--- src/rtl/rftc_pkg.sv ---
// Operation
// - Password-enabled: compare 32 bits to stored password
// - Password mismatch: no write, regular read after
// - Wake-on-request: modulation held off until wake-up or a completed password write
// - Woken tag stays active until mismatch or reset
// - Password mode gates programming and direct access
// - Valid write: delay, then 5.6 ms programming
// - After programming, block-read the written block
// - Write errors flagged, regular read from block 1
// - Only the documented command lengths are accepted, except test opcode 01 (any length)
// - Locked block: skip programming, block-read it
// - Received lock bit written with the data
// - Erase, verify zero, program, verify ones
// - Failed verification silences modulation until command
// - Extended mode needs key 6 or 9 plus bit
// - Key 6 rejects test access, key 9 allows
// - Extended bit period is field clock over 2n+2
// - One-time-lock bit write-protects every block
// - One-time-lock with key 6 freezes configuration
// - Gap intervals decode bits; over 64 ends write
// - Opcode 00 triggers a full power-on reset
package rftc_pkg;

    // ==========
    // Timing
    localparam int unsigned CLK_PERIOD_NS  = 5;
    localparam int unsigned PROG_TIME_NS   = 5_600_000;
    localparam int unsigned PROG_CYCLES    = PROG_TIME_NS / CLK_PERIOD_NS;
    localparam int unsigned PROG_DELAY_CYC = 16;

    // ==========
    // Gap interval windows, in field clocks (nominal 24 and 54)
    localparam logic [6:0] D0_MIN     = 7'h10;
    localparam logic [6:0] D0_MAX     = 7'h1f;
    localparam logic [6:0] D1_MIN     = 7'h30;
    localparam logic [6:0] D1_MAX     = 7'h3f;
    localparam logic [6:0] GAP_TIMEOUT = 7'h40;

    // ==========
    // Command lengths in bits
    localparam logic [6:0] LEN_OPCODE    = 7'h02;
    localparam logic [6:0] LEN_DA_PLAIN  = 7'h06;
    localparam logic [6:0] LEN_WAKE      = 7'h22;
    localparam logic [6:0] LEN_STD_WRITE = 7'h26;
    localparam logic [6:0] LEN_DA_PWD    = 7'h26;
    localparam logic [6:0] LEN_PWD_WRITE = 7'h46;
    localparam int unsigned SHIFT_W      = 70;

    // ==========
    // Opcodes
    localparam logic [1:0] OP_RESET = 2'h0;
    localparam logic [1:0] OP_TEST  = 2'h1;

    // ==========
    // Configuration block fields (field bit k sits at index 32-k)
    localparam int unsigned CFG_KEY_HI  = 31;
    localparam int unsigned CFG_KEY_LO  = 28;
    localparam int unsigned CFG_RATE_HI = 22;
    localparam int unsigned CFG_RATE_LO = 17;
    localparam int unsigned CFG_XMODE   = 16;
    localparam int unsigned CFG_AOR     = 9;
    localparam int unsigned CFG_OTP     = 8;
    localparam int unsigned CFG_MAXB_HI = 7;
    localparam int unsigned CFG_MAXB_LO = 5;
    localparam int unsigned CFG_PWD     = 4;
    localparam logic [3:0]  KEY_NO_TEST = 4'h6;
    localparam logic [3:0]  KEY_TEST    = 4'h9;
    localparam logic [2:0]  FIRST_BLOCK = 3'h1;

    // ==========
    // Types
    typedef enum logic [1:0] {
        MODE_SILENT  = 2'b00,
        MODE_REGULAR = 2'b01,
        MODE_BLOCK   = 2'b10
    } rftc_mode_t;

    typedef enum logic [1:0] {
        EOP_ERASE      = 2'b00,
        EOP_ERASE_VFY  = 2'b01,
        EOP_PROGRAM    = 2'b10,
        EOP_PROG_VFY   = 2'b11
    } rftc_eop_t;

    typedef struct packed {
        rftc_eop_t   op;
        logic        page;
        logic [2:0]  blk;
        logic        lock;
        logic [31:0] data;
    } rftc_eep_cmd_t;

endpackage

--- src/rtl/rftc_buf2.sv ---
`timescale 1ns/1ps
module rftc_buf2 #(
    parameter int W = 8
) (
    input  wire logic         clk_i,
    input  wire logic         rst_b_i,
    input  wire logic         in_valid_i,
    output logic              in_ready_o,
    input  wire logic [W-1:0] in_data_i,
    output logic              out_valid_o,
    input  wire logic         out_ready_i,
    output logic [W-1:0]      out_data_o
);
    // ==========
    // Head plus skid entry; ready depends only on the skid flop
    logic         head_v_q;
    logic         skid_v_q;
    logic [W-1:0] head_q;
    logic [W-1:0] skid_q;
    wire          push = in_valid_i & ~skid_v_q;
    wire          pop  = head_v_q & out_ready_i;

    always_ff @(posedge clk_i or negedge rst_b_i)
    begin
        if (!rst_b_i)
        begin
            head_v_q <= 1'b0;
            skid_v_q <= 1'b0;
            head_q   <= '0;
            skid_q   <= '0;
        end
        else
        begin
            if (pop || !head_v_q)
            begin
                head_v_q <= skid_v_q | push;
                head_q   <= skid_v_q ? skid_q : in_data_i;
                skid_v_q <= 1'b0;
            end
            else if (push)
            begin
                skid_v_q <= 1'b1;
                skid_q   <= in_data_i;
            end
        end
    end

    assign in_ready_o  = ~skid_v_q;
    assign out_valid_o = head_v_q;
    assign out_data_o  = head_q;
endmodule

--- src/rtl/rftc_ctrl.sv ---
`timescale 1ns/1ps
module rftc_ctrl #(
    parameter int unsigned PROG_CYCLES = rftc_pkg::PROG_CYCLES,
    parameter int unsigned DELAY_CYC   = rftc_pkg::PROG_DELAY_CYC
) (
    input  wire logic                   clk_i,
    input  wire logic                   rst_b_i,
    input  wire logic                   fc_tick_i,
    input  wire logic                   gap_i,
    input  wire logic                   cfg_valid_i,
    input  wire logic [31:0]            mode_config_block_i,
    input  wire logic [31:0]            password_block_i,
    input  wire logic [7:0]             lock_bits_i,
    output rftc_pkg::rftc_eep_cmd_t     eep_cmd_o,
    output logic                        eep_valid_o,
    input  wire logic                   eep_ready_i,
    input  wire logic                   eep_ack_i,
    input  wire logic                   eep_ok_i,
    output rftc_pkg::rftc_mode_t        mode_o,
    output logic                        mod_en_o,
    output logic [2:0]                  read_blk_o,
    output logic                        page_o,
    output logic                        write_err_o,
    output logic                        por_req_o,
    output logic                        test_req_o,
    output logic                        xmode_o,
    output logic [7:0]                  rate_div_o
);
    // ==========
    // Reset release
    logic rst_s1_q;
    logic rst_s2_q;
    always_ff @(posedge clk_i or negedge rst_b_i)
    begin
        if (!rst_b_i)
        begin
            rst_s1_q <= 1'b0;
            rst_s2_q <= 1'b0;
        end
        else
        begin
            rst_s1_q <= 1'b1;
            rst_s2_q <= rst_s1_q;
        end
    end
    wire rst_b = rst_s2_q;

    // ==========
    // Configuration decode
    wire [3:0] key_w       = mode_config_block_i[rftc_pkg::CFG_KEY_HI:rftc_pkg::CFG_KEY_LO];
    wire [5:0] rate_n_w    = mode_config_block_i[rftc_pkg::CFG_RATE_HI:rftc_pkg::CFG_RATE_LO];
    wire       password_enable        = mode_config_block_i[rftc_pkg::CFG_PWD];
    wire       wake_on_request_enable = mode_config_block_i[rftc_pkg::CFG_AOR] & password_enable;
    wire       otp_w       = mode_config_block_i[rftc_pkg::CFG_OTP];
    wire       key_ok_w    = (key_w == rftc_pkg::KEY_NO_TEST) || (key_w == rftc_pkg::KEY_TEST);
    wire       xmode_w     = key_ok_w & mode_config_block_i[rftc_pkg::CFG_XMODE];
    wire       test_ok_w   = (key_w != rftc_pkg::KEY_NO_TEST);
    // Zero tells the fixed-rate generator to use the legacy table
    wire [7:0] rate_div_w  = xmode_w ? ({1'b0, rate_n_w, 1'b0} + 8'h02) : 8'h00;

    // ==========
    // State
    typedef enum logic [2:0] {
        S_IDLE     = 3'b000,
        S_RX       = 3'b001,
        S_DELAY    = 3'b010,
        S_ERASE    = 3'b011,
        S_ERASE_V  = 3'b100,
        S_PROG     = 3'b101,
        S_PROG_V   = 3'b110,
        S_SETTLE   = 3'b111
    } rftc_state_t;

    rftc_state_t                      st_q, st_d;
    rftc_pkg::rftc_mode_t             mode_q, mode_d;
    logic [2:0]                       blk_q, blk_d;
    logic                             page_q, page_d;
    logic                             awake_q, awake_d;
    logic                             boot_q, boot_d;
    logic [6:0]                       fc_q, fc_d;
    logic [6:0]                       cnt_q, cnt_d;
    logic [rftc_pkg::SHIFT_W-1:0]     sh_q, sh_d;
    logic [1:0]                       op_q, op_d;
    logic                             bad_q, bad_d;
    logic                             mism_q, mism_d;
    logic                             issued_q, issued_d;
    logic [31:0]                      tmr_q, tmr_d;
    logic [31:0]                      wdata_q, wdata_d;
    logic                             wlock_q, wlock_d;
    logic                             err_q, err_d;
    logic                             por_q, por_d;
    logic                             test_q, test_d;
    logic                             mod_en_q;
    logic                             xmode_q;
    logic [7:0]                       rate_q;

    // ==========
    // Gap interval classification
    wire       is0_w   = (fc_q >= rftc_pkg::D0_MIN) && (fc_q <= rftc_pkg::D0_MAX);
    wire       is1_w   = (fc_q >= rftc_pkg::D1_MIN) && (fc_q <= rftc_pkg::D1_MAX);
    wire       tout_w  = (fc_q > rftc_pkg::GAP_TIMEOUT);
    wire [4:0] pidx_w  = 5'(7'h21 - cnt_q);
    wire       in_pwd_w = password_enable && (cnt_q >= 7'h02) && (cnt_q <= 7'h21);
    wire       pbit_w  = password_block_i[pidx_w];
    wire [2:0] addr_w  = sh_q[2:0];
    wire       zero_ok_w = ~sh_q[3];
    wire       locked_w  = lock_bits_i[addr_w] | otp_w;
    wire       step_v_w  = (st_q == S_ERASE_V) || (st_q == S_PROG_V);
    wire       buf_ready;

    rftc_pkg::rftc_eep_cmd_t cmd_w;
    assign cmd_w.op   = (st_q == S_ERASE)   ? rftc_pkg::EOP_ERASE :
                        (st_q == S_ERASE_V) ? rftc_pkg::EOP_ERASE_VFY :
                        (st_q == S_PROG)    ? rftc_pkg::EOP_PROGRAM : rftc_pkg::EOP_PROG_VFY;
    assign cmd_w.page = page_q;
    assign cmd_w.blk  = blk_q;
    assign cmd_w.lock = wlock_q;
    assign cmd_w.data = wdata_q;
    wire   step_w     = (st_q >= S_ERASE) && (st_q <= S_PROG_V);
    wire   push_w     = step_w & ~issued_q;

    // ==========
    // Next state
    always_comb
    begin
        st_d     = st_q;
        mode_d   = mode_q;
        blk_d    = blk_q;
        page_d   = page_q;
        awake_d  = awake_q;
        boot_d   = boot_q;
        fc_d     = (fc_tick_i && fc_q != 7'h7f) ? fc_q + 7'h01 : fc_q;
        cnt_d    = cnt_q;
        sh_d     = sh_q;
        op_d     = op_q;
        bad_d    = bad_q;
        mism_d   = mism_q;
        issued_d = issued_q;
        tmr_d    = tmr_q;
        wdata_d  = wdata_q;
        wlock_d  = wlock_q;
        err_d    = 1'b0;
        por_d    = 1'b0;
        test_d   = 1'b0;
        if (gap_i)
            fc_d = 7'h00;
        case (st_q)
            S_IDLE:
            begin
                if (cfg_valid_i && !boot_q)
                begin
                    boot_d = 1'b1;
                    mode_d = wake_on_request_enable ? rftc_pkg::MODE_SILENT : rftc_pkg::MODE_REGULAR;
                    blk_d  = rftc_pkg::FIRST_BLOCK;
                end
                if (gap_i && boot_q)
                begin
                    st_d   = S_RX;
                    cnt_d  = 7'h00;
                    bad_d  = 1'b0;
                    mism_d = 1'b0;
                end
            end
            S_RX:
            begin
                if (gap_i)
                begin
                    sh_d  = {sh_q[rftc_pkg::SHIFT_W-2:0], is1_w};
                    cnt_d = (cnt_q == 7'h7f) ? cnt_q : cnt_q + 7'h01;
                    if (!is0_w && !is1_w)
                        bad_d = 1'b1;
                    if (cnt_q == 7'h00)
                        op_d[1] = is1_w;
                    if (cnt_q == 7'h01)
                        op_d[0] = is1_w;
                    if (in_pwd_w && (is1_w != pbit_w))
                        mism_d = 1'b1;
                end
                else if (tout_w)
                begin
                    st_d = S_IDLE;
                    if (op_q == rftc_pkg::OP_RESET && cnt_q == rftc_pkg::LEN_OPCODE && !bad_q)
                    begin
                        por_d   = 1'b1;
                        boot_d  = 1'b0;
                        awake_d = 1'b0;
                        mode_d  = rftc_pkg::MODE_SILENT;
                    end
                    else if (!bad_q && op_q == rftc_pkg::OP_TEST)
                    begin
                        // Test access handled outside; denied silently
                        test_d = test_ok_w;
                    end
                    else if (!bad_q && op_q[1])
                    begin
                        page_d = op_q[0];
                        // Default outcome is an error; overridden below
                        err_d  = 1'b1;
                        mode_d = rftc_pkg::MODE_REGULAR;
                        blk_d  = rftc_pkg::FIRST_BLOCK;
                        if (cnt_q == rftc_pkg::LEN_OPCODE)
                            err_d = 1'b0;
                        else if (password_enable && mism_q &&
                                 (cnt_q == rftc_pkg::LEN_WAKE || cnt_q == rftc_pkg::LEN_DA_PWD ||
                                  cnt_q == rftc_pkg::LEN_PWD_WRITE))
                        begin
                            awake_d = 1'b0;
                            if (wake_on_request_enable)
                                mode_d = rftc_pkg::MODE_SILENT;
                        end
                        else if (password_enable && cnt_q == rftc_pkg::LEN_WAKE)
                        begin
                            err_d   = 1'b0;
                            awake_d = 1'b1;
                        end
                        else if ((password_enable && cnt_q == rftc_pkg::LEN_DA_PWD) ||
                                 (!password_enable && cnt_q == rftc_pkg::LEN_DA_PLAIN))
                        begin
                            if (zero_ok_w)
                            begin
                                err_d  = 1'b0;
                                mode_d = rftc_pkg::MODE_BLOCK;
                                blk_d  = addr_w;
                            end
                        end
                        else if ((password_enable && cnt_q == rftc_pkg::LEN_PWD_WRITE) ||
                                 (!password_enable && cnt_q == rftc_pkg::LEN_STD_WRITE))
                        begin
                            err_d  = 1'b0;
                            blk_d  = addr_w;
                            mode_d = rftc_pkg::MODE_BLOCK;
                            if (!locked_w)
                            begin
                                st_d    = S_DELAY;
                                tmr_d   = 32'h0000_0000;
                                wdata_d = sh_q[34:3];
                                wlock_d = sh_q[35];
                                mode_d  = mode_q;
                            end
                        end
                        if (wake_on_request_enable && !awake_d)
                            mode_d = rftc_pkg::MODE_SILENT;
                    end
                    else
                    begin
                        err_d  = 1'b1;
                        mode_d = (wake_on_request_enable && !awake_q) ? rftc_pkg::MODE_SILENT
                                                                      : rftc_pkg::MODE_REGULAR;
                        blk_d  = rftc_pkg::FIRST_BLOCK;
                    end
                end
            end
            S_DELAY:
            begin
                tmr_d = tmr_q + 32'h0000_0001;
                if (tmr_q >= 32'(DELAY_CYC))
                    st_d = S_ERASE;
            end
            S_ERASE, S_ERASE_V, S_PROG, S_PROG_V:
            begin
                tmr_d = tmr_q + 32'h0000_0001;
                if (push_w && buf_ready)
                    issued_d = 1'b1;
                if (issued_q && eep_ack_i)
                begin
                    issued_d = 1'b0;
                    st_d     = rftc_state_t'(3'(st_q + 3'b001));
                    if (step_v_w && !eep_ok_i)
                    begin
                        st_d   = S_IDLE;
                        mode_d = rftc_pkg::MODE_SILENT;
                    end
                end
            end
            S_SETTLE:
            begin
                tmr_d = tmr_q + 32'h0000_0001;
                if (tmr_q >= 32'(PROG_CYCLES))
                begin
                    st_d   = S_IDLE;
                    mode_d = rftc_pkg::MODE_BLOCK;
                end
            end
            default:
                st_d = S_IDLE;
        endcase
    end

    // ==========
    // Registers
    always_ff @(posedge clk_i or negedge rst_b)
    begin
        if (!rst_b)
        begin
            st_q     <= S_IDLE;
            mode_q   <= rftc_pkg::MODE_SILENT;
            blk_q    <= rftc_pkg::FIRST_BLOCK;
            page_q   <= 1'b0;
            awake_q  <= 1'b0;
            boot_q   <= 1'b0;
            fc_q     <= 7'h00;
            cnt_q    <= 7'h00;
            sh_q     <= '0;
            op_q     <= 2'h0;
            bad_q    <= 1'b0;
            mism_q   <= 1'b0;
            issued_q <= 1'b0;
            tmr_q    <= 32'h0000_0000;
            wdata_q  <= 32'h0000_0000;
            wlock_q  <= 1'b0;
            err_q    <= 1'b0;
            por_q    <= 1'b0;
            test_q   <= 1'b0;
        end
        else
        begin
            st_q     <= st_d;
            mode_q   <= mode_d;
            blk_q    <= blk_d;
            page_q   <= page_d;
            awake_q  <= awake_d;
            boot_q   <= boot_d;
            fc_q     <= fc_d;
            cnt_q    <= cnt_d;
            sh_q     <= sh_d;
            op_q     <= op_d;
            bad_q    <= bad_d;
            mism_q   <= mism_d;
            issued_q <= issued_d;
            tmr_q    <= tmr_d;
            wdata_q  <= wdata_d;
            wlock_q  <= wlock_d;
            err_q    <= err_d;
            por_q    <= por_d;
            test_q   <= test_d;
        end
    end

    // Output flops kept apart so the decode stays combinational
    always_ff @(posedge clk_i or negedge rst_b)
    begin
        if (!rst_b)
        begin
            mod_en_q <= 1'b0;
            xmode_q  <= 1'b0;
            rate_q   <= 8'h00;
        end
        else
        begin
            mod_en_q <= (mode_d != rftc_pkg::MODE_SILENT);
            xmode_q  <= xmode_w;
            rate_q   <= rate_div_w;
        end
    end

    // ==========
    // Command buffer towards the memory; a stall holds the step
    rftc_buf2 #(
        .W ($bits(rftc_pkg::rftc_eep_cmd_t))
    ) u_buf (
        .clk_i       (clk_i),
        .rst_b_i     (rst_b),
        .in_valid_i  (push_w),
        .in_ready_o  (buf_ready),
        .in_data_i   (cmd_w),
        .out_valid_o (eep_valid_o),
        .out_ready_i (eep_ready_i),
        .out_data_o  (eep_cmd_o)
    );

    assign mode_o      = mode_q;
    assign mod_en_o    = mod_en_q;
    assign read_blk_o  = blk_q;
    assign page_o      = page_q;
    assign write_err_o = err_q;
    assign por_req_o   = por_q;
    assign test_req_o  = test_q;
    assign xmode_o     = xmode_q;
    assign rate_div_o  = rate_q;
endmodule

--- config.mk ---
export PLATFORM = sky130hd
export DESIGN_NAME = rftc_ctrl
export DESIGN_NICKNAME = d
export VERILOG_FILES = /design/src/rtl/rftc_pkg.sv /design/src/rtl/rftc_buf2.sv /design/src/rtl/rftc_ctrl.sv
export SDC_FILE = /design/constraint.sdc
export NUM_CORES = 1
export LEC_CHECK = 0
export BUFFER_PORTS_ARGS = -buffer_cell sky130_fd_sc_hd__buf_4
export CORE_ASPECT_RATIO = 0.6
export CORE_UTILIZATION = 35
export DETAILED_ROUTE_END_ITERATION = 12
export GPL_ROUTABILITY_DRIVEN = 0
export PLACE_DENSITY = 0.55
export SLEW_MARGIN = 40
export SYNTH_ARGS = -nofsm -noshare
export SYNTH_HDL_FRONTEND = slang
export SYNTH_SLANG_ARGS = --single-unit
--- constraint.sdc ---
create_clock -name clk_i -period 6.87 [get_ports clk_i]
set_clock_uncertainty 0.1 [all_clocks]
set_input_delay 0 -clock clk_i [delete_from_list [all_inputs] [get_ports clk_i]]
set_output_delay 0 -clock clk_i [all_outputs]
set_load 0.02 [all_outputs]
* Yosys cells after proc, flatten, opt, wreduce, memory -nomap -nowiden
Index checks and enable logic that the tools add are counted.
** Storage, ports and cells
- Bits in registers :: 226
- Input port bits :: 80
- Output and inout port bits :: 59
- Logic and storage cells :: 303
** Operators by class
- Add/sub/neg operators :: 6
- Magnitude comparators :: 13
- Eq/ne operators :: 42
- Multiplexer cells :: 126
- Bitwise operators :: 18
- Reductions and logical operators :: 69
** Operators by type and width (number)
- two-way mux 32 bit :: 11
- case mux 32 bit (2 select lines) :: 1
- two-way mux 3 bit :: 19
- two-way mux 2 bit :: 28
- two-way mux 1 bit :: 51
- inequality test 2 bit, second input constant :: 22
- two-way mux 39 bit :: 1
- two-way mux 7 bit :: 5
- adder 32 x 1 -> 32 bit, second input constant :: 1
- greater-or-equal comparator 32 x 21 -> 1 bit, second input constant :: 1
- greater-or-equal comparator 32 x 5 -> 1 bit, second input constant :: 1
- logical AND 1 bit :: 26
- AND reduction 12 bit :: 2
- AND reduction 6 bit :: 3
- case mux 3 bit (5 select lines) :: 1
- adder 7 x 1 -> 7 bit, second input constant :: 2
- equality test 7 x 6 -> 1 bit, second input constant :: 2
- equality test 7 bit, second input constant :: 2
- less-or-equal comparator 7 x 6 -> 1 bit, second input constant :: 2
- case mux 7 bit (2 select lines) :: 1
- nonzero test 2 bit :: 7
- equality test 3 bit, second input constant :: 4
- AND reduction 4 bit :: 3
- inverter 1 bit :: 11
- other kinds (41) :: 67

* Longest topological paths before layout
- Depth in word-level cells :: 22
- Gate-level depth with buffers :: 10
- Gate-level depth less buffers :: 8

* Modules after synthesis
A second synthesis with hierarchy kept.
** Second synthesis, totals
- Cell total of the unflattened synthesis :: 1047
- Area total of the unflattened synthesis :: 11378.4 sq um
** Modules (own cells, without submodules)
- rftc_ctrl :: instances 1, cells an instance 830, area each 7938.9 sq um, sequential area each 3629.7 sq um
- rftc_buf2 :: instances 1, cells an instance 217, area each 3439.5 sq um, sequential area each 2001.9 sq um

* Least setup slack after synthesis
Ideal clock, no wire load.
- Path type :: reg-to-reg
- From :: register cnt_q[0]
- To :: register tmr_q[29]
- Arrival :: 2.479 ns
- Setup slack :: 4.222 ns
- Stages on the path, launching flop included :: 11
- Path buffers :: 2
- Cell sequence :: dfrtp_1 -> buf_2 -> inv_1 -> ha_1 -> and4bb_2 -> o211ai_1 -> and4_4 -> a21oi_4 -> buf_6 -> or4_1 -> nand3_1
** Between the ends
- Longest elaborated chain between the ends :: 6
- Elaborated cells on any way between the ends :: 24
** Ends and longest elaborated chain
- from (decl) :: line rftc_ctrl.sv:81 : logic [6:0] cnt_q, cnt_d;
- from (signal assigned) :: line rftc_ctrl.sv:324 : cnt_q <= cnt_d;
- equality test 7 x 6 -> 1 bit, on equally long branches
- logical OR 1 bit (2 in a row) :: line rftc_ctrl.sv:204 : (cnt_q == rftc_pkg::LEN_WAKE || cnt_q == rftc_pkg::LEN_DA_PWD ||
- logical AND 1 bit :: line rftc_ctrl.sv:203 : else if (password_enable && mism_q &&
- inequality test 2 bit (no line)
- AND reduction 12 bit (no line) *
- to (signal assigned) :: line rftc_ctrl.sv:330 : tmr_q <= tmr_d;
- to (decl) :: line rftc_ctrl.sv:87 : logic [31:0] tmr_q, tmr_d;
Every way passes the cells marked *; elsewhere a longest branch is shown, timed or not.
A chain may end at the register's enable or synchronous reset.

* Worst setup path after layout
- From :: register cnt_q[0]
- To :: register tmr_q[22]
The elaborated chain is that of the path after synthesis.

==> metrics.md <==
| Metric | Value |
|---|---|
| DRT Pass-1 Iters | 7 |
| Clk network pwr share | 0.406 |
| CTS root buf | clkbuf_16 |
| Min-delay worst type | in -> reg |
| Synth Instances | ~980 |
| Register-to-register setup slack | 3.48 ns |
| Worst setup SP type | flop |
| Boundary Pins | 139 |
| Relative slew margins | 0.474 |
| Iter 0 DRT Violations | between 400 and 500 |
| Average size of a mapped cell | 11.2 um^2 |
| Multi-input logic area | 0.00501 mm^2 |
| Slew Viols, Final | 0 |
| # fillers | 2838 |
| Switching part of the total | 0.274 |
| Largest net degree at the start of global routing | 80 |
| CTS Buf Count | 24 |
| Crit Path Category | reg -> reg |
| Crit path capture type | flop |
| Die Ht | 139 um |
| Starting Density | 0.361 |
| Seq pwr share | 0.430 |
| First-pass GRT wire length | 42.6 mm |
| CTS clk-pin slew, worst paths | ~0.060 ns |
| FF+latch area | 0.00564 mm^2 |
| Outcome | finished clean |
| Critical path peak fanout | 37 |
| Yosys cell types | 80 |
| Syn_nets | 1075 |
| Worst vdd ir | 0.162 mV |
| Main synth FF type | dfrtp_1 |
| Avg WL per Cell | approximately 17 um |
| Vias per std cell | 5.15 |
| Layout cells sized above 1 | 0.278 |
| Post-CTS setup buffer count | 0 |
| H-tree Lvls | 1 |
| Die area | between 0.03 and 0.04 mm^2 |
| Post-route ant nets | 0 |
| R2r worst-path depth | 9 |
| Mapped cell area | roughly 0.011 mm^2 |
| GRT busiest layer | met1 |
| Power per cell area | 244 mW/mm^2 |
| CP peak stage delay | 0.79 ns |
| Resize count post-CTS | 0 |
| CP required | between 7 and 8 ns |
| Post-synth EDFFs | 0 |
| RSZ-0062 raised after global routing | false |
| Synth-to-Final Area Change | 22.7% |
| Cell Chain, Critical Path | inv_1 > ha_1 > and4bb_2 > o211ai_1 > and4_4 > a22oi_4 > buf_4 > or4_1 > a21oi_1 |
| Setup_tns | 0 ns |
| Routing usage on met2 | 0.230 |
| Tcrit/Tclk final | 0.493 |
| Worst hold path cell count | 4 |
| #FFs+latches synth | 225 |
| Hold_buf cts | 33 |
| Nets | ~1200 |
| Met1 Resource Use GR | 0.254 |
| Hold slack | 0.127 ns |
| Worst reg2reg startpoint | cnt_q[0]$_DFFE_PN0P_ |
| Worst-Skew Late Latency | around 0.53 ns |
| Sw power | 899 uW |
| GR Layer Usage met3 | 0.0315 |
| Final WL | 25.5 mm |
| Max stage delay cell, worst path | dfrtp_1 |
| P_int | roughly 2400 uW |
| Arrival time at the worst endpoint | between 3 and 4 ns |
| CTS tree | built |
| Vias in the first global route | 7763 |
| Core area | between 0.03 and 0.04 mm^2 |
| Drt drc | 0 |
| Critical R2R Capture | tmr_q[22]$_DFFE_PN0P_ |
| Congestion Overflow GR | 0 |
| Clock buffer depth | 3 |
| Max cap viols | 0 |
| Combinational power share | 0.164 |
| Post-synthesis async set-or-reset flop share | 1.00 |
| Row cnt | roughly 50 |
| Hold wc startpoint | mode_config_block_i[29] |
| Dpl hpwl | 16.9 mm |
| Final Critical Period | between 3 and 4 ns |
| Seq/Total Area, Yosys | 0.515 |
| Static Leak | about 0.006 uW |
| Overall routing resource usage | 0.162 |
| Antenna Cells | 0 |
| Final Hold Viols | 0 |
| Synth Warn # | 0 |
| Final Setup Violations | 0 |
| Port buffer count | 119 |
| Vias | 7898 |
| Max Freq | 0.295 GHz |
| Die outline width | 230 um |
| Initial antenna violation count | 0 |
| WHS Endpoint | xmode_o$_DFF_PN0_ |
| Worst Tran Pin Value | ~0.79 ns |
| CTS sink count | 225 |
==> stage by stage <==
stage | setup slack, ns | utilization | instance area, um^2 | power [uW] | std cells
6_report | 3.48 | 0.443 | 13400 | 3280 | 1534
5_1_grt | 3.22 | 0.443 | 13400 | 3430 | 1534
4_1_cts | 3.50 | 0.443 | 13400 | 3320 | 1534
3_5_place_dp | 3.52 | 0.405 | 12300 | 1960 | 1460
3_3_place_gp | 3.02 | 0.401 | 12200 | 1930 | 1456
2_1_floorplan | 0.0373 | - | 10900 | 1790 | 977
==> how the worst max path moves through the flow <==
stage                             to  slack, ns            startpoint
2_1_floorplan    awake_q$_DFFE_PN0P_       0.04       rst_b$_DFF_PN0_
3_3_place_gp   tmr_q[13]$_DFFE_PN0P_       3.02  cnt_q[0]$_DFFE_PN0P_
3_5_place_dp   tmr_q[22]$_DFFE_PN0P_       3.52  cnt_q[0]$_DFFE_PN0P_
4_1_cts        tmr_q[22]$_DFFE_PN0P_       3.50  cnt_q[0]$_DFFE_PN0P_
5_1_grt        tmr_q[22]$_DFFE_PN0P_       3.22  cnt_q[0]$_DFFE_PN0P_
6_report       tmr_q[22]$_DFFE_PN0P_       3.48  cnt_q[0]$_DFFE_PN0P_
==> layer usage <==
metal  share of wire  routed length, um
met1            0.53              13400
met2            0.41              10500
met3           0.046               1170
met4           0.015                390
met5               0                  0
==> cells in the mapped netlist (3+ instances only) <==
cell type,number,area (um^2)
dfrtp_1,224,5610
mux2_2,107,1200
nand2_1,102,383
nand3_1,66,330
o21ai_0,62,310
mux2i_1,47,470
nor2_1,42,158
clkbuf_1,35,131
or4_1,27,203
inv_1,24,90.1
a21oi_1,21,105
ha_1,18,225
nor3_1,12,60.1
buf_2,10,50.1
nand4_1,10,62.6
xor2_1,10,87.6
a31oi_1,9,56.3
mux4_2,9,203
nand2b_1,9,56.3
o31ai_1,9,67.6
and3_1,8,50.1
nor2b_1,7,43.8
and2_1,6,37.5
buf_4,6,45.0
xnor2_1,6,52.6
nor4_1,5,31.3
a211o_1,4,35.0
a211oi_1,3,22.5
a221oi_1,3,26.3
and4_1,3,26.3
buf_1,3,11.3
nor3b_1,3,22.5
o211ai_1,3,22.5
o311a_1,3,30.0
o31a_1,3,26.3
or3_1,3,18.8
==> cells by family after synthesis <==
| group | Yosys count | synth area share |
|---|---|---|
| buffers and inverters | 82 | 0.0327 |
| muxes | 166 | 0.178 |
| xor gates and xnor gates | 16 | 0.0128 |
| adders and majority gates | 18 | 0.0206 |
| other | 2 | 0.000686 |
| AOI/OAI and AO/OA | 148 | 0.0899 |
| DFF | 225 | 0.515 |
| and+or+nand+nor | 320 | 0.150 |
==> worst max-delay path, delay by kind of cell, from the launching register on <==
kind / cells / cell delay (ns)
buffers and inverters: 2 / 0.51
AOI/OAI and AO/OA: 3 / 0.42
and+or+nand+nor: 3 / 1.17
DFF: 1 / 0.79
adders and majority gates: 1 / 0.30
==> power groups by stage <==
stage,registers (uW),logic [uW],clock network [uW]
after floorplan,1420,373,0
after global placement,1440,499,0
after detailed placement,1430,524,0
after CTS,1410,540,1370
after global routing,1410,589,1430
final,1410,537,1330
==> sequential cells by signal (all words and copies together), names as in the netlist, 2 cells and up <==
signal            flops
wdata_q              32
fc_q                  7
u_buf.out_data_o     39
st_q                  3
op_q                  2
tmr_q                32
sh_q                 36
cnt_q                 7
read_blk_o            3
rate_div_o            7
mode_o                2
u_buf.skid_q         39
==> cell type report <==
type / instances / area share
tap: 408 / 0.0380
timing repair buffer: 164 / 0.102
clock inverter: 9 / 0.00782
multi-input combinational: 670 / 0.373
clock buffer: 32 / 0.0523
sequential: 225 / 0.420
inverter: 26 / 0.00727
==> layout by cell type, fill, tap and decap left out, drive strengths merged, types with 6 or more instances in the layout <==
master | netlist | layout
mux4 | 11 | 11
clkinv | 1 | 7
dlygate4sd3 | 0 | 33
a21oi | 22 | 22
inv | 25 | 25
o31ai | 9 | 9
nand3 | 66 | 66
mux2 | 107 | 107
buf | 21 | 131
ha | 18 | 18
nor4 | 7 | 7
dfrtp | 224 | 224
and2 | 7 | 7
nor2 | 43 | 43
nand4 | 10 | 10
xor2 | 10 | 10
nand2 | 102 | 102
nor2b | 7 | 7
mux2i | 48 | 48
nor3 | 12 | 12
o21ai | 63 | 63
xnor2 | 6 | 6
nand2b | 9 | 9
a31oi | 9 | 9
or4 | 27 | 27
clkbuf | 35 | 32
and3 | 8 | 8
Note: power is estimated with default switching activity, not from simulation.
